### src/sriov_map_pkg.sv
package sriov_map_pkg;

	// ==========================================================
	// Register map and fields
	// ==========================================================
	localparam logic [7:0] REG_CTRL      = 8'h00;
	localparam logic [7:0] REG_STATUS    = 8'h04;
	localparam logic [7:0] REG_QUERY     = 8'h08;
	localparam logic [7:0] REG_PF_BASE   = 8'h10;
	localparam logic [7:0] PF_STRIDE     = 8'h10;
	localparam logic [7:0] OFS_CFG       = 8'h00;
	localparam logic [7:0] OFS_DEP_LINK  = 8'h04;
	localparam logic [7:0] OFS_VF_DEV_ID = 8'h08;
	localparam logic [7:0] OFS_PAGES     = 8'h0c;
	localparam logic [7:0] REG_FIRST_OFS = 8'h30;

	localparam int unsigned CTRL_EN_BIT    = 0;
	localparam int unsigned CTRL_PF1_BIT   = 1;
	localparam int unsigned CTRL_APPLY_BIT = 2;
	localparam int unsigned STAT_REJ_BIT   = 0;
	localparam int unsigned CFG_VER_LSB    = 0;
	localparam int unsigned CFG_CNT_LSB    = 8;
	localparam int unsigned STAT_CNT0_LSB  = 4;
	localparam int unsigned STAT_CNT1_LSB  = 8;
	localparam int unsigned QRY_HIT_BIT    = 0;
	localparam int unsigned QRY_VF_BIT     = 1;
	localparam int unsigned QRY_PF_BIT     = 2;
	localparam int unsigned QRY_IDX_LSB    = 4;
	localparam int unsigned QRY_DEV_LSB    = 16;

	// ==========================================================
	// Function numbering
	// ==========================================================
	localparam logic [2:0]  MAX_VFS          = 3'h6;
	localparam logic [7:0]  FN_PF0           = 8'h00;
	localparam logic [7:0]  FN_PF1           = 8'h01;
	localparam logic [7:0]  FN_VF_BASE       = 8'h40;
	localparam logic [7:0]  FN_VF_LAST       = 8'h45;
	localparam logic [15:0] PF0_FIRST_OFFSET = 16'h0040;
	localparam logic [15:0] PF1_OFFSET_BASE  = 16'h003f;

	// ==========================================================
	// Reset values
	// ==========================================================
	localparam logic        RST_SRIOV_EN = 1'h1;
	localparam logic        RST_PF1_EN   = 1'h1;
	localparam logic [2:0]  RST_VF_COUNT = 3'h1;
	localparam logic [3:0]  RST_VERSION  = 4'h0;
	localparam logic [15:0] RST_DEP_PF0  = 16'h0000;
	localparam logic [15:0] RST_DEP_PF1  = 16'h0001;
	localparam logic [15:0] RST_DEV_ID   = 16'h0000;
	localparam logic [31:0] RST_PAGES    = 32'h0000_0001;

	typedef struct packed {
		logic        present;
		logic [3:0]  version;
		logic [2:0]  total_vfs;
		logic [15:0] first_offset;
		logic [15:0] dep_link;
		logic [15:0] vf_dev_id;
		logic [31:0] page_sizes;
	} pf_cap_t;

	typedef struct packed {
		logic       hit;
		logic       is_vf;
		logic       pf;
		logic [2:0] vf_index;
	} fn_map_t;

	// Resolves a function number into its owning function.
	function automatic fn_map_t decode_fn(input logic [7:0] fn, input logic en, input logic pf1_en,
	                                      input logic [2:0] c0, input logic [2:0] c1);
		fn_map_t    m;
		logic [7:0] rel;
		logic [7:0] lim0;
		logic [7:0] lim1;
		m    = '0;
		rel  = fn - FN_VF_BASE;
		lim0 = {5'h00, c0};
		lim1 = lim0 + {5'h00, c1};
		if (fn == FN_PF0) begin
			m.hit = 1'b1;
		end else if (fn == FN_PF1) begin
			m.hit = pf1_en;
			m.pf  = 1'b1;
		end else if (en && fn >= FN_VF_BASE && fn <= FN_VF_LAST) begin
			if (rel < lim0) begin
				m.hit      = 1'b1;
				m.is_vf    = 1'b1;
				m.vf_index = rel[2:0];
			end else if (pf1_en && rel < lim1) begin
				m.hit      = 1'b1;
				m.is_vf    = 1'b1;
				m.pf       = 1'b1;
				m.vf_index = rel[2:0] - c0;
			end
		end
		return m;
	endfunction

endpackage

### src/sriov_vf_function_mapping.sv
// Overview of operation
// - Each physical function holds a 4-bit capability version and reports it.
// - At most six virtual functions in total, split between both physical functions.
// - Physical function zero is function 0; physical function one is function 1.
// - Virtual functions occupy only function numbers 64 to 69.
// - Virtual functions numbered consecutively, zero's first, then one's.
// - First-VF offset equals first VF function number minus own function number.
// - Function zero's first-VF offset is 64 whenever it has any VF.
// - Function one's first-VF offset is 63 plus function zero's VF count whenever it has any VF.
// - Each function's 16-bit VF device ID is reported by all its VFs.
// - Supported page sizes are a 32-bit map, bit n means 2^(n+12) bytes.
// - Each function holds and reports its dependency link unchanged.
// - Capability exists for function zero while sriov_en is set, and for one when pf1_en is also set.
//
// Our own choices: the placing of the registers and the plain strobed port.
`timescale 1ns/1ps
`default_nettype none
module sriov_vf_function_mapping
	import sriov_map_pkg::*;
(
	input  wire logic        clock_i,
	input  wire logic        rst_i,
	input  wire logic [7:0]  addr_i,
	input  wire logic [31:0] wdata_i,
	input  wire logic        wr_i,
	input  wire logic        rd_i,
	output var  logic [31:0] rdata_o,
	input  wire logic [7:0]  lookup_fn_i,
	output var  fn_map_t     lookup_o,
	output var  pf_cap_t     [1:0] pf_cap_o
);

	// ==========================================================
	// Configuration state
	// ==========================================================
	logic        sriov_en;
	logic        pf1_en;
	logic        rejected;
	logic [7:0]  query;
	logic [3:0]  version    [2];
	logic [2:0]  count      [2];
	logic [2:0]  stage      [2];
	logic [15:0] dep_link   [2];
	logic [15:0] dev_id     [2];
	logic [31:0] pages      [2];
	logic        next_sriov_en;
	logic        next_pf1_en;
	logic        next_rejected;
	logic [7:0]  next_query;
	logic [3:0]  next_version  [2];
	logic [2:0]  next_count    [2];
	logic [2:0]  next_stage    [2];
	logic [15:0] next_dep_link [2];
	logic [15:0] next_dev_id   [2];
	logic [31:0] next_pages    [2];
	logic [3:0]  stage_sum;
	logic [15:0] first_ofs     [2];
	logic [31:0] next_rdata;
	pf_cap_t     [1:0] next_cap;
	fn_map_t     query_map;

	function automatic logic [7:0] pf_addr(input int unsigned p, input logic [7:0] ofs);
		return 8'(REG_PF_BASE + 8'(p) * PF_STRIDE + ofs);
	endfunction

	assign stage_sum = {1'b0, stage[0]} + {1'b0, stage[1]};

	// The counts take effect only together and only if they fit the range.
	always_comb begin
		next_sriov_en = sriov_en;
		next_pf1_en   = pf1_en;
		next_rejected = rejected;
		next_query    = query;
		next_version  = version;
		next_count    = count;
		next_stage    = stage;
		next_dep_link = dep_link;
		next_dev_id   = dev_id;
		next_pages    = pages;
		if (wr_i) begin
			if (addr_i == REG_STATUS && wdata_i[STAT_REJ_BIT]) begin
				next_rejected = 1'b0;
			end
			if (addr_i == REG_QUERY) begin
				next_query = wdata_i[7:0];
			end
			if (addr_i == REG_CTRL) begin
				next_sriov_en = wdata_i[CTRL_EN_BIT];
				next_pf1_en   = wdata_i[CTRL_PF1_BIT];
				if (wdata_i[CTRL_APPLY_BIT]) begin
					if (stage_sum <= {1'b0, MAX_VFS}) begin
						next_count = stage;
					end else begin
						next_rejected = 1'b1;
					end
				end
			end
			for (int p = 0; p < 2; p++) begin
				if (addr_i == pf_addr(p, OFS_CFG)) begin
					next_version[p] = wdata_i[CFG_VER_LSB +: 4];
					next_stage[p]   = wdata_i[CFG_CNT_LSB +: 3];
				end
				if (addr_i == pf_addr(p, OFS_DEP_LINK)) begin
					next_dep_link[p] = wdata_i[15:0];
				end
				if (addr_i == pf_addr(p, OFS_VF_DEV_ID)) begin
					next_dev_id[p] = wdata_i[15:0];
				end
				if (addr_i == pf_addr(p, OFS_PAGES)) begin
					next_pages[p] = wdata_i;
				end
			end
		end
	end

	always_ff @(posedge clock_i) begin
		if (rst_i) begin
			sriov_en    <= RST_SRIOV_EN;
			pf1_en      <= RST_PF1_EN;
			rejected    <= 1'b0;
			query       <= FN_PF0;
			dep_link[0] <= RST_DEP_PF0;
			dep_link[1] <= RST_DEP_PF1;
			for (int p = 0; p < 2; p++) begin
				version[p] <= RST_VERSION;
				count[p]   <= RST_VF_COUNT;
				stage[p]   <= RST_VF_COUNT;
				dev_id[p]  <= RST_DEV_ID;
				pages[p]   <= RST_PAGES;
			end
		end else begin
			sriov_en <= next_sriov_en;
			pf1_en   <= next_pf1_en;
			rejected <= next_rejected;
			query    <= next_query;
			version  <= next_version;
			count    <= next_count;
			stage    <= next_stage;
			dep_link <= next_dep_link;
			dev_id   <= next_dev_id;
			pages    <= next_pages;
		end
	end

	// ==========================================================
	// First-VF offsets and capability outputs
	// ==========================================================
	// Function zero sits at 0, so its offset is the base itself; function one sits at 1.
	always_comb begin
		first_ofs[0] = (count[0] != 3'h0) ? PF0_FIRST_OFFSET : 16'h0000;
		first_ofs[1] = (count[1] != 3'h0) ? PF1_OFFSET_BASE + {13'h0000, count[0]} : 16'h0000;
		for (int p = 0; p < 2; p++) begin
			next_cap[p].present      = sriov_en && (p == 0 || pf1_en);
			next_cap[p].version      = version[p];
			next_cap[p].total_vfs    = count[p];
			next_cap[p].first_offset = first_ofs[p];
			next_cap[p].dep_link     = dep_link[p];
			next_cap[p].vf_dev_id    = dev_id[p];
			next_cap[p].page_sizes   = pages[p];
		end
	end

	always_ff @(posedge clock_i) begin
		if (rst_i) begin
			pf_cap_o <= '0;
		end else begin
			pf_cap_o <= next_cap;
		end
	end

	// ==========================================================
	// Register read port
	// ==========================================================
	assign query_map = decode_fn(query, sriov_en, pf1_en, count[0], count[1]);

	always_comb begin
		next_rdata = 32'h0000_0000;
		if (rd_i) begin
			if (addr_i == REG_CTRL) begin
				next_rdata[CTRL_EN_BIT]  = sriov_en;
				next_rdata[CTRL_PF1_BIT] = pf1_en;
			end
			if (addr_i == REG_STATUS) begin
				next_rdata[STAT_REJ_BIT]        = rejected;
				next_rdata[STAT_CNT0_LSB +: 3] = count[0];
				next_rdata[STAT_CNT1_LSB +: 3] = count[1];
			end
			if (addr_i == REG_QUERY) begin
				next_rdata[QRY_HIT_BIT]       = query_map.hit;
				next_rdata[QRY_VF_BIT]        = query_map.is_vf;
				next_rdata[QRY_PF_BIT]        = query_map.pf;
				next_rdata[QRY_IDX_LSB +: 3]  = query_map.vf_index;
				if (query_map.is_vf) begin
					next_rdata[QRY_DEV_LSB +: 16] = dev_id[query_map.pf];
				end
			end
			if (addr_i == REG_FIRST_OFS) begin
				next_rdata = {first_ofs[1], first_ofs[0]};
			end
			for (int p = 0; p < 2; p++) begin
				if (addr_i == pf_addr(p, OFS_CFG)) begin
					next_rdata[CFG_VER_LSB +: 4] = version[p];
					next_rdata[CFG_CNT_LSB +: 3] = stage[p];
				end
				if (addr_i == pf_addr(p, OFS_DEP_LINK)) begin
					next_rdata[15:0] = dep_link[p];
				end
				if (addr_i == pf_addr(p, OFS_VF_DEV_ID)) begin
					next_rdata[15:0] = dev_id[p];
				end
				if (addr_i == pf_addr(p, OFS_PAGES)) begin
					next_rdata = pages[p];
				end
			end
		end
	end

	always_ff @(posedge clock_i) begin
		if (rst_i) begin
			rdata_o <= 32'h0000_0000;
		end else begin
			rdata_o <= next_rdata;
		end
	end

	// ==========================================================
	// Function-number lookup for the core
	// ==========================================================
	fn_mapper u_mapper (
		.clock_i  (clock_i),
		.rst_i    (rst_i),
		.fn_i     (lookup_fn_i),
		.en_i     (sriov_en),
		.pf1_en_i (pf1_en),
		.count0_i (count[0]),
		.count1_i (count[1]),
		.map_o    (lookup_o)
	);

	// ==========================================================
	// Assertions
	// ==========================================================
	// Reset is released on a clock edge, so checks also stay quiet for the one edge after it.
	logic was_reset;

	always_ff @(posedge clock_i) begin
		was_reset <= rst_i;
	end
endmodule
`default_nettype wire

### src/fn_mapper.sv
`timescale 1ns/1ps
`default_nettype none
module fn_mapper
	import sriov_map_pkg::*;
(
	input  wire logic       clock_i,
	input  wire logic       rst_i,
	input  wire logic [7:0] fn_i,
	input  wire logic       en_i,
	input  wire logic       pf1_en_i,
	input  wire logic [2:0] count0_i,
	input  wire logic [2:0] count1_i,
	output var  fn_map_t    map_o
);

	fn_map_t next_map;

	always_comb begin
		next_map = decode_fn(fn_i, en_i, pf1_en_i, count0_i, count1_i);
	end

	always_ff @(posedge clock_i) begin
		if (rst_i) begin
			map_o <= '0;
		end else begin
			map_o <= next_map;
		end
	end

endmodule
`default_nettype wire

### config.mk
export PLATFORM = sky130hd
export DESIGN_NAME = sriov_vf_function_mapping
export DESIGN_NICKNAME = d
export VERILOG_FILES = /design/src/sriov_map_pkg.sv /design/src/sriov_vf_function_mapping.sv /design/src/fn_mapper.sv
export SDC_FILE = /design/constraint.sdc
export NUM_CORES = 1
export LEC_CHECK = 0
export BUFFER_PORTS_ARGS = -buffer_cell sky130_fd_sc_hd__buf_2
export CORE_ASPECT_RATIO = 1.4
export CORE_MARGIN = 2
export CORE_UTILIZATION = 49
export CTS_CLUSTER_DIAMETER = 50
export DETAILED_ROUTE_END_ITERATION = 16
export PLACE_DENSITY = 0.86
export SKIP_LAST_GASP = 1
export SYNTH_ARGS = -nofsm -noshare
export SYNTH_HDL_FRONTEND = slang
export SYNTH_SLANG_ARGS = --single-unit
### constraint.sdc
create_clock -name clock_i -period 3.1 [get_ports clock_i]
set_clock_uncertainty 0.2 [all_clocks]
set_input_delay 0.155 -clock clock_i [delete_from_list [all_inputs] [get_ports clock_i]]
set_output_delay 0.155 -clock clock_i [all_outputs]
set_load 0.02 [all_outputs]
# After elaboration in Yosys (flattened, before gate mapping)
# Index checks and enable logic that the tools add are counted.
# Widths: inputs -> output; s select.
[word_totals]
input_bits = 52
output_inout_bits = 214
elab_cells = 146
register_bits = 373
[op_classes]
bitwise = 3
order_cmp = 10
addsub = 7
mux = 51
n_reduce_logical = 27
eq_ne = 13
[ops]
columns = ["op", "n"]
rows = [
  ["$mux 16", 9],
  ["$mux 32", 3],
  ["$mux 6", 8],
  ["$eq 8x6->1 const B", 5],
  ["$eq 8x5->1 const B", 4],
  ["$mux 3", 9],
  ["$logic_not 8->1", 3],
  ["$reduce_and 2->1", 10],
  ["$eq 8x1->1 const B", 2],
  ["$ge 8x7->1 const B", 2],
  ["$le 8x7->1 const B", 2],
  ["$lt 8x3->1", 2],
  ["$lt 8x8->1", 2],
  ["$sub 8x7->8 const B", 2],
  ["$mux 1", 14],
  ["$mux 7", 2],
  ["$add 3x3->4", 2],
  ["$eq 8x3->1 const B", 1],
  ["$eq 8x4->1 const B", 1],
  ["$logic_and 1x1->1", 8],
  ["$mux 4", 2],
  ["$add 6x3->7 const A", 1],
  ["$mux 2", 3],
  ["$reduce_bool 3->1", 2],
  ["9 further kinds", 12],
]

# Longest topological paths before layout
# Gate-level depths: netlist (run 1).
[logic_depth]
word_depth = 27
mapped_depth = 13
ltp_nobuf = 11

# Hierarchy
# A second synthesis (run 1) with hierarchy kept.
[unflattened]
cells_unflattened = 1475
hier_area_um2 = 13445.4
[modules_own_cells]
columns = ["mod", "instances", "area_each_um2", "cells_each", "seq_area_each_um2"]
rows = [
  ["sriov_vf_function_mapping", 1, 12927.4, 1422, 6846.6],
  ["fn_mapper", 1, 518.0, 53, 120.1],
]

# Worst setup path after synthesis (run 1)
# Ideal clock, no wire load.
[synth_path]
path_kind = "reg2reg"
start = "register count[4] (netlist name)"
end = "register rdata_o[25]"
slack_ns = 0.162
path_buffers = 2
setup_time_ns = 0.136
path_stages_with_launch = 12
synth_period_minus_slack_ns = 2.938
required_time_ns = 2.764
arrival_time_ns = 2.603
path_cell_list = "dfxtp_1 ha_1 xnor2_1 ha_1 a21o_1 maj3_2 a2111oi_4 or2_1 buf_6 buf_12 mux2i_1 a31oi_1"
[synth_between]
elab_chain_cells = 21
word_cells_on_any_way = 24
classes_between = "1 x add/sub; 2 x order compare; 19 x mux; 1 x bitwise; 1 x reduce/logical"
[synth_lines]
columns = ["item", "line_no", "rtl"]
rows = [
  ["from (decl)", "sriov_vf_function_mapping.sv:41", "logic [2:0] count [2];"],
  ["from (signal assigned)", "sriov_vf_function_mapping.sv:137", "count <= next_count;"],
  ["$add 3x3->4", "sriov_map_pkg.sv:81", "lim1 = lim0 + {5'h00, c1};"],
  ["$lt 8x8->1", "sriov_map_pkg.sv:92", "end else if (pf1_en && rel < lim1) begin"],
  ["$logic_and 1x1->1", "sriov_map_pkg.sv:92", ""],
  ["$mux 6", "sriov_map_pkg.sv:92", ""],
  ["$mux 6", "sriov_map_pkg.sv:88", "if (rel < lim0) begin"],
  ["$mux 6", "sriov_map_pkg.sv:87", "end else if (en && fn >= FN_VF_BASE && fn <= FN_VF_LAST) begin"],
  ["$mux 6", "sriov_map_pkg.sv:84", "end else if (fn == FN_PF1) begin"],
  ["$mux 6", "sriov_map_pkg.sv:82", "if (fn == FN_PF0) begin"],
  ["[... 2 more ...]", "n/a", ""],
  ["$mux 1", "sriov_map_pkg.sv:84", ""],
  ["$mux 5 (*)", "sriov_map_pkg.sv:82", ""],
  ["$not 1->2 (not written as such)", "sriov_vf_function_mapping.sv:194", "next_rdata[QRY_DEV_LSB +: 16] = dev_id[query_map.pf];"],
  ["$mux 16 (not written as such) (3 in a row)", "sriov_vf_function_mapping.sv:194", ""],
  ["$mux 16 (*)", "sriov_vf_function_mapping.sv:193", "if (query_map.is_vf) begin"],
  ["$mux 16 (*)", "sriov_vf_function_mapping.sv:188", "if (addr_i == REG_QUERY) begin"],
  ["$mux 32 (*)", "sriov_vf_function_mapping.sv:197", "if (addr_i == REG_FIRST_OFS) begin"],
  ["$mux 32 (*) (2 in a row)", "sriov_vf_function_mapping.sv:211", "if (addr_i == pf_addr(p, OFS_PAGES)) begin"],
  ["to (signal assigned)", "sriov_vf_function_mapping.sv:222", "rdata_o <= next_rdata;"],
  ["to (decl)", "sriov_vf_function_mapping.sv:27", "output var logic [31:0] rdata_o,"],
]
# Mark *: on every way between the ends. The rest lies on a longest branch, timed or not. The select of a mux whose other input is x is not followed.
# A chain may end at the register's enable or synchronous reset.

# Worst setup path in the final report (run 1)
[layout_path]
start = "register count[1] (netlist name)"
end = "register rdata_o[29]"
[layout_between]
elab_chain_cells = 21
word_cells_on_any_way = 23
classes_between = "1 x add/sub; 1 x order compare; 19 x mux; 1 x bitwise; 1 x reduce/logical"
[layout_lines]
columns = ["item", "line_no"]
rows = [
  ["$add 3x3->4 (*)", "sriov_map_pkg.sv:81"],
  ["$lt 8x8->1 (*)", "sriov_map_pkg.sv:92"],
  ["$logic_and 1x1->1 (*)", "sriov_map_pkg.sv:92"],
  ["$mux 6 (*)", "sriov_map_pkg.sv:92"],
  ["$mux 6 (*)", "sriov_map_pkg.sv:88"],
  ["$mux 6 (*)", "sriov_map_pkg.sv:87"],
  ["$mux 6 (*)", "sriov_map_pkg.sv:84"],
  ["$mux 6 (*)", "sriov_map_pkg.sv:82"],
  ["[... 2 more ...]", "n/a"],
  ["$mux 1", "sriov_map_pkg.sv:84"],
  ["$mux 5 (*)", "sriov_map_pkg.sv:82"],
  ["$not 1->2 (not written as such)", "sriov_vf_function_mapping.sv:194"],
  ["$mux 16 (not written as such) (3 in a row)", "sriov_vf_function_mapping.sv:194"],
  ["$mux 16 (*)", "sriov_vf_function_mapping.sv:193"],
  ["$mux 16 (*)", "sriov_vf_function_mapping.sv:188"],
  ["$mux 32 (*)", "sriov_vf_function_mapping.sv:197"],
  ["$mux 32 (*) (2 in a row)", "sriov_vf_function_mapping.sv:211"],
]
# Marked as above.

==> results of run 1 <==
[area by class of cell]
cell class,count,share of cell area
flip-flops and latches,348,0.421
multi-input cells,1044,0.347
repair buffers,350,0.133
clock buffers,36,0.0486
well taps,365,0.0276
clock inverters,21,0.0186
inverters,13,0.00295
diodes,2,0.000302
[stage by stage]
| step | instances | setup slack [ps] | cell area (sq um) |
|---|---|---|---|
| after detailed placement | 2070 | -19.2 | 14900 |
| after floorplan | 1528 | 162 | 13300 |
| final | 2179 | 98.1 | 16500 |
| after CTS | 2175 | 6.72 | 16500 |
| after global routing | 2179 | 9.82 | 16500 |
| after global placement | 2070 | 46.9 | 14900 |
[registers in the layout (all words and copies together), names as in the netlist]
register and cells:
next_cap 72, dep_link 32, sriov_en 1, rdata_o 32, pf1_en 1, pf_cap_o 151, u_mapper.map_o 6, count 6
stage 6, dev_id 32, rejected 1, query 8
[worst min path at each step]
stage / end / slack (ps) / cells past startpoint
finish: u_mapper.map_o[3] / 50 / 6
global route: pf1_en / 60 / 4
CTS: u_mapper.map_o[3] / 8 / 6
detailed placement: next_cap[28] / 220 / 3
global placement: next_cap[118] / 210 / 3
floorplan: dep_link[0] / 80 / 2
[routing by layer]
layer	up-vias	global-route usage
met4	0	0.200
met2	664	0.550
met5	-	0
met3	157	0.0506
met1	5833	0.378
li1	5599	-
[cells in the final DEF (no fill, tap or decap), drive strengths merged, types with 3 or more instances in the layout]
cell type,n
buf,300
clkbuf,38
bufinv,7
dfxtp,348
ha,16
o22ai,16
a21o,6
xnor2,3
or3,5
nand3b,3
clkinv,10
a222oi,6
or2,7
a31oi,9
o221a,4
and2,5
a21oi,177
nor2,82
a221oi,4
nor4,6
conb,24
inv,15
nand4,6
nand3,29
a211oi,6
a22oi,7
o21ai,58
maj3,3
nand2,300
dlygate4sd3,48
and3,4
o311ai,4
nand2b,6
o211ai,3
o221ai,10
nor3,18
nor2b,147
fa,3
mux2i,42
[cells in the mapped netlist, types with 5 or more instances]
master / number
a211oi_1: 6
a21o_1: 6
a21oi_1: 177
a222oi_1: 6
a22oi_1: 7
a31oi_1: 9
buf_2: 9
buf_4: 25
clkbuf_1: 86
dfxtp_1: 348
ha_1: 16
inv_1: 13
mux2i_1: 42
nand2_1: 300
nand2b_1: 6
nand3_1: 29
nand4_1: 6
nor2_1: 81
nor2b_1: 147
nor3_1: 16
o21ai_0: 56
o221ai_1: 10
o22ai_1: 16
or2_2: 6
or3_1: 5
[power groups by stage]
stage                     clock (uW)  combinational [uW]  sequential (uW)
final                           4190                 400             4490
after global routing            4400                 420             4480
after CTS                       4210                 386             4490
after detailed placement           0                 341             4590
after global placement             0                 342             4590
after floorplan                    0                 209             4600
[worst max-delay path, cell delays in order (launching register included)]
cell	delay, ps
dfxtp_2	340
ha_4	250
xnor2_2	140
ha_1	280
a21o_1	160
maj3_2	370
a2111oi_4	430
or2_4	230
clkbuf_16	160
mux2i_1	210
a31oi_1	100
[logic make-up (layout without fill, tap and decap cells)]
kind of cell	count (synthesis)	after routing	synth area share
compound gates	324	324	0.144
xor+xnor	4	4	0.00265
other cells	1	26	0.000283
fa+ha+maj	22	22	0.0220
buf+inv	136	420	0.0483
mux	42	42	0.0318
flops	348	348	0.527
simple gates	628	628	0.224
[repair_timing]
action / in CTS / in global routing
hold buffers: 48 / 0
cloned: 0 / 1
setup buffers: 0 / 1
endpoints found under the setup margin: 11 / 19
pin swaps: 1 / 4
gates resized for setup: 0 / 9
hold endpoints to repair: 208 / 0
==> metrics.txt, run 1 <==
outcome=completed; Yosys top cell by area=dfxtp_1; Area Overhead vs Synth=25.1%; DRT antenna net count=0; fin util=0.619; final total power=~9000 uW; total die area=~0.028 sq mm; DR WL met3=about 3400 um; Top FF cell, synth=dfxtp_1; uppermost routed layer=met4; Reg2Reg Depth=10; Yosys top cell area share=0.527; Final Routed Wirelength=roughly 47,000 um; Clock Path Buffers=3; Max Cap Viol=0; Final nets=roughly 1.9k; initial antenna violation count=3; H-tree Lvls=1; CTS root buffer=clkbuf_16; vias per cell=about 5.6; Reg-to-Reg End=rdata_o[29]; clk_lat worst skew=580 ps; Mapped Cells=approximately 1.5k; grt total ovfl=0; Post-route DRC=0; Sequential Area=roughly 0.007 sq mm; CTS Sinks=roughly 350; slew margin rel.=0.366; largest fanout on the critical path=6; Syn Std Cell Area=0.0132 sq mm; P_sw=2020 uW; number of synthesized flops with an enable pin=0; Int Pwr=between 7000 and 8000 uW; Core ar.=around 0.027 sq mm; initial core utilization=0.495; Port Buf Inserts=approximately 240; TritonCTS buffer count=31; first-pass GRT wire length=roughly 70,000 um; CTS tree=built; Row Count=between 70 and 80; crit path launch type=register; crit end category=register; Final Hold Vio Count=0; Detailed Place HPWL=between 30,000 and 40,000 um; ys async rst share=0; #FFs+latches synth=between 300 and 400; clk slew on worst S/H paths=around 70 ps; Seq pwr share=0.494; Hold Path Origin=lookup_fn_i[3]; CP required=3350 ps; pin slew with the least headroom to its limit=roughly 950 ps; fill count=~2.2k; reg2reg start=count[1]; Setup violations, final=0; WL met2=~23,000 um; Sum Neg Setup Slack=0 ps; Tcrit/Tclk final=0.968; fmax=333 MHz; post-synthesis sequential area ratio=0.527; Routed wire per std cell=about 21 um; CP startpoint=count[1]; Ports=around 270; WL met1=17,300 um; Setup Crit Path Kind=reg -> reg; pwr dens=approximately 550 mW/mm^2; VDD IR-drop max=about 0.38 mV; die height=198 um; multi-input logic area=approximately 0.0057 sq mm; final worst path period need=approximately 3000 ps; RSZ-0062 raised after global routing=false; Static Leak=~0.0069 uW; Mapped Avg Cell Area=just under 9 sq um; largest net degree at the start of global routing=around 140; Total GRT Usage=0.322; width of the chip=143 um; final hold slack=around 54 ps; synth warn=0; min-delay worst type=in -> reg; gpl congestion=between 1 and 1.5; Arr. time, crit path=3260 ps; share of layout cells above drive strength 1=0.210; Net Sw Frac=0.222; synth top area cells=dfxtp_1, nand2_1, nor2b_1; combinational share of power=0.044; Worst Setup EP=rdata_o[29]; First-pass DRT Iterations=6; vias in the first global route=11.7k; R2R setup slack=roughly 98 ps; Via Count=between 10k and 15k; clock share of power=0.462; Netlist cell types=69; Starting DRT DRC Count=around 1.3k; Slew Viols, Final=0
Note: power is estimated with default switching activity, not from simulation.
==> inputs of run 2 (changes only) <==
--- a/config.mk
+++ b/config.mk
@@ -11,6 +11,7 @@
 export CORE_UTILIZATION = 49
 export CTS_CLUSTER_DIAMETER = 50
 export DETAILED_ROUTE_END_ITERATION = 16
+export HOLD_SLACK_MARGIN = 0.08
 export PLACE_DENSITY = 0.86
 export SKIP_LAST_GASP = 1
 export SYNTH_ARGS = -nofsm -noshare
==> metrics.txt, run 2 (same netlist as run 1, synthesis figures left out) <==
Arr. time, crit path=about 3300 ps; Detailed Place HPWL=33,900 um; Total GRT Usage=0.323; Largest register FFs=151; M1 GR Usage=0.378; Max stage delay on crit path=430 ps; crit end category=register; width of the chip=about 140 um; slew margin rel.=0.359; Row Count=a little over 70; vias in the first global route=11.8k; initial core utilization=0.495; crit path launch type=register; largest net degree at the start of global routing=139; commonest cells after routing, fill and taps aside=dfxtp_1, nand2_1, buf_2; final design instance area without fill=about 0.017 sq mm; Via Count=around 12k; CTS tree=built; Setup violations, final=0; Sum Neg Setup Slack=0 ps; Routed wire per std cell=between 20 and 25 um; GR Util met2=0.556; pin slew with the least headroom to its limit=between 900 and 1000 ps; Post-route DRC=0; Max Cap Viol=0; Clock Path Buffers=3; clk_lat worst skew=approximately 570 ps; H-tree Lvls=1; DRT antenna net count=0; Tcrit/Tclk final=0.973; CP required=3350 ps; met3 Usage GRT=0.0506; most common cell after layout, fill and taps aside=dfxtp_1; Hold Path Origin=addr_i[5]; Slowest cell on crit path=a2111oi_4; multi-input logic area=0.00575 sq mm; Slew Viols, Final=0; Final Routed Wirelength=about 47,000 um; pwr dens=between 500 and 600 mW/mm^2; Sequential Area=0.00697 sq mm; final total power=slightly above 9000 uW; CP startpoint=count[1]; clk slew on worst S/H paths=around 70 ps; Cell Count Post-Placement=~2.1k; CTS Sinks=about 350; VDD IR-drop max=about 0.38 mV; Starting DRT DRC Count=between 1k and 1.5k; initial antenna violation count=1; Port Buf Inserts=241; number of diodes=0; min-delay worst type=in -> reg; grt total ovfl=0; RSZ-0062 raised after global routing=false; First-pass DRT Iterations=7; Final Hold Vio Count=0; Reg with most FFs=pf_cap_o; busiest metal layer after global routing=met2; die height=198 um; vias per cell=between 5 and 6; TritonCTS buffer count=31; Setup Crit Path Kind=reg -> reg; fin util=0.621; crit path buf inv count=1; Area Overhead vs Synth=25.4%; CTS root buffer=clkbuf_16; final worst path period need=3020 ps; gpl congestion=just over 1; delay-heaviest family, CP=adder cells; Finished Layout Cells=2,182; share of layout cells above drive strength 1=0.209; worst-path cell chain=ha_4, xnor2_2, ha_1, a21o_1, maj3_2, a2111oi_4, or2_4, clkbuf_16, mux2i_1, a31oi_1; reg2reg start=count[1]; Ports=about 270; Static Leak=0.00687 uW; first-pass GRT wire length=around 69,000 um; fill count=roughly 2.2k; outcome=completed; fmax=approximately 330 MHz; largest fanout on the critical path=6; total die area=~0.028 sq mm; Placed Area=between 0.01 and 0.015 sq mm; Final nets=around 1.9k; Core ar.=0.0267 sq mm
run 2: cell types whose count changed in the layout (fill, tap and decap cells not counted), sizes merged:
cell / previous run / this run
dlygate4sd3: 48 / 53
diode: 2 / 0
run 2: path summary, 6_finish.rpt:
path / end / slack (ps) / cells after the start
min reg2reg: rejected / 270 / 2
max reg2reg: rdata_o[29] / 80 / 10
max: rdata_o[29] / 80 / 10
min: rdata_o[6] / 100 / 5
run 2: layer usage:
metal,up-vias,part of all wire
li1,5611,-
met5,-,0
met3,172,0.077
met4,0,0.064
met2,679,0.49
met1,5826,0.36
run 2: report_power, final:
group / switching [uW] / leakage (uW) / internal (uW) / total (uW)
combinational: 280 / 0.00352 / 126 / 406
sequential: 6.09 / 0.00281 / 4480 / 4490
clock: 1730 / 0.000545 / 2460 / 4180
run 2: worst reg2reg max path: cells and delay by family, from the launching register on:
family                     cells  cell delay [ps]
and+or+nand+nor                1              230
adders and majority gates      3              900
xor gates and xnor gates       1              140
buffers and inverters          1              160
muxes                          1              220
DFF                            1              340
AOI/OAI and AO/OA              3              700
run 2: timing repair:
item,4_1_cts,5_1_grt
cloned,0,1
hold buffers,53,0
gates resized for setup,0,9
setup buffers,0,1
hold endpoints to repair,219,0
pin swaps,1,4
setup endpoints to repair,11,19
run 2: metrics by stage:
stage                     hold slack, ps  setup slack (ps)
after floorplan                     79.0               162
after global placement               213              46.9
after detailed placement             216             -19.2
after CTS                           89.1              6.72
after global routing                 109              8.17
final                                104              82.8
run 2: layout make-up:
type | count | area share
multi-input cells | 1044 | 0.346
well taps | 365 | 0.0275
clock inverters | 21 | 0.0185
flip-flops and latches | 348 | 0.420
repair buffers | 355 | 0.136
inverters | 13 | 0.00294
clock buffers | 36 | 0.0485
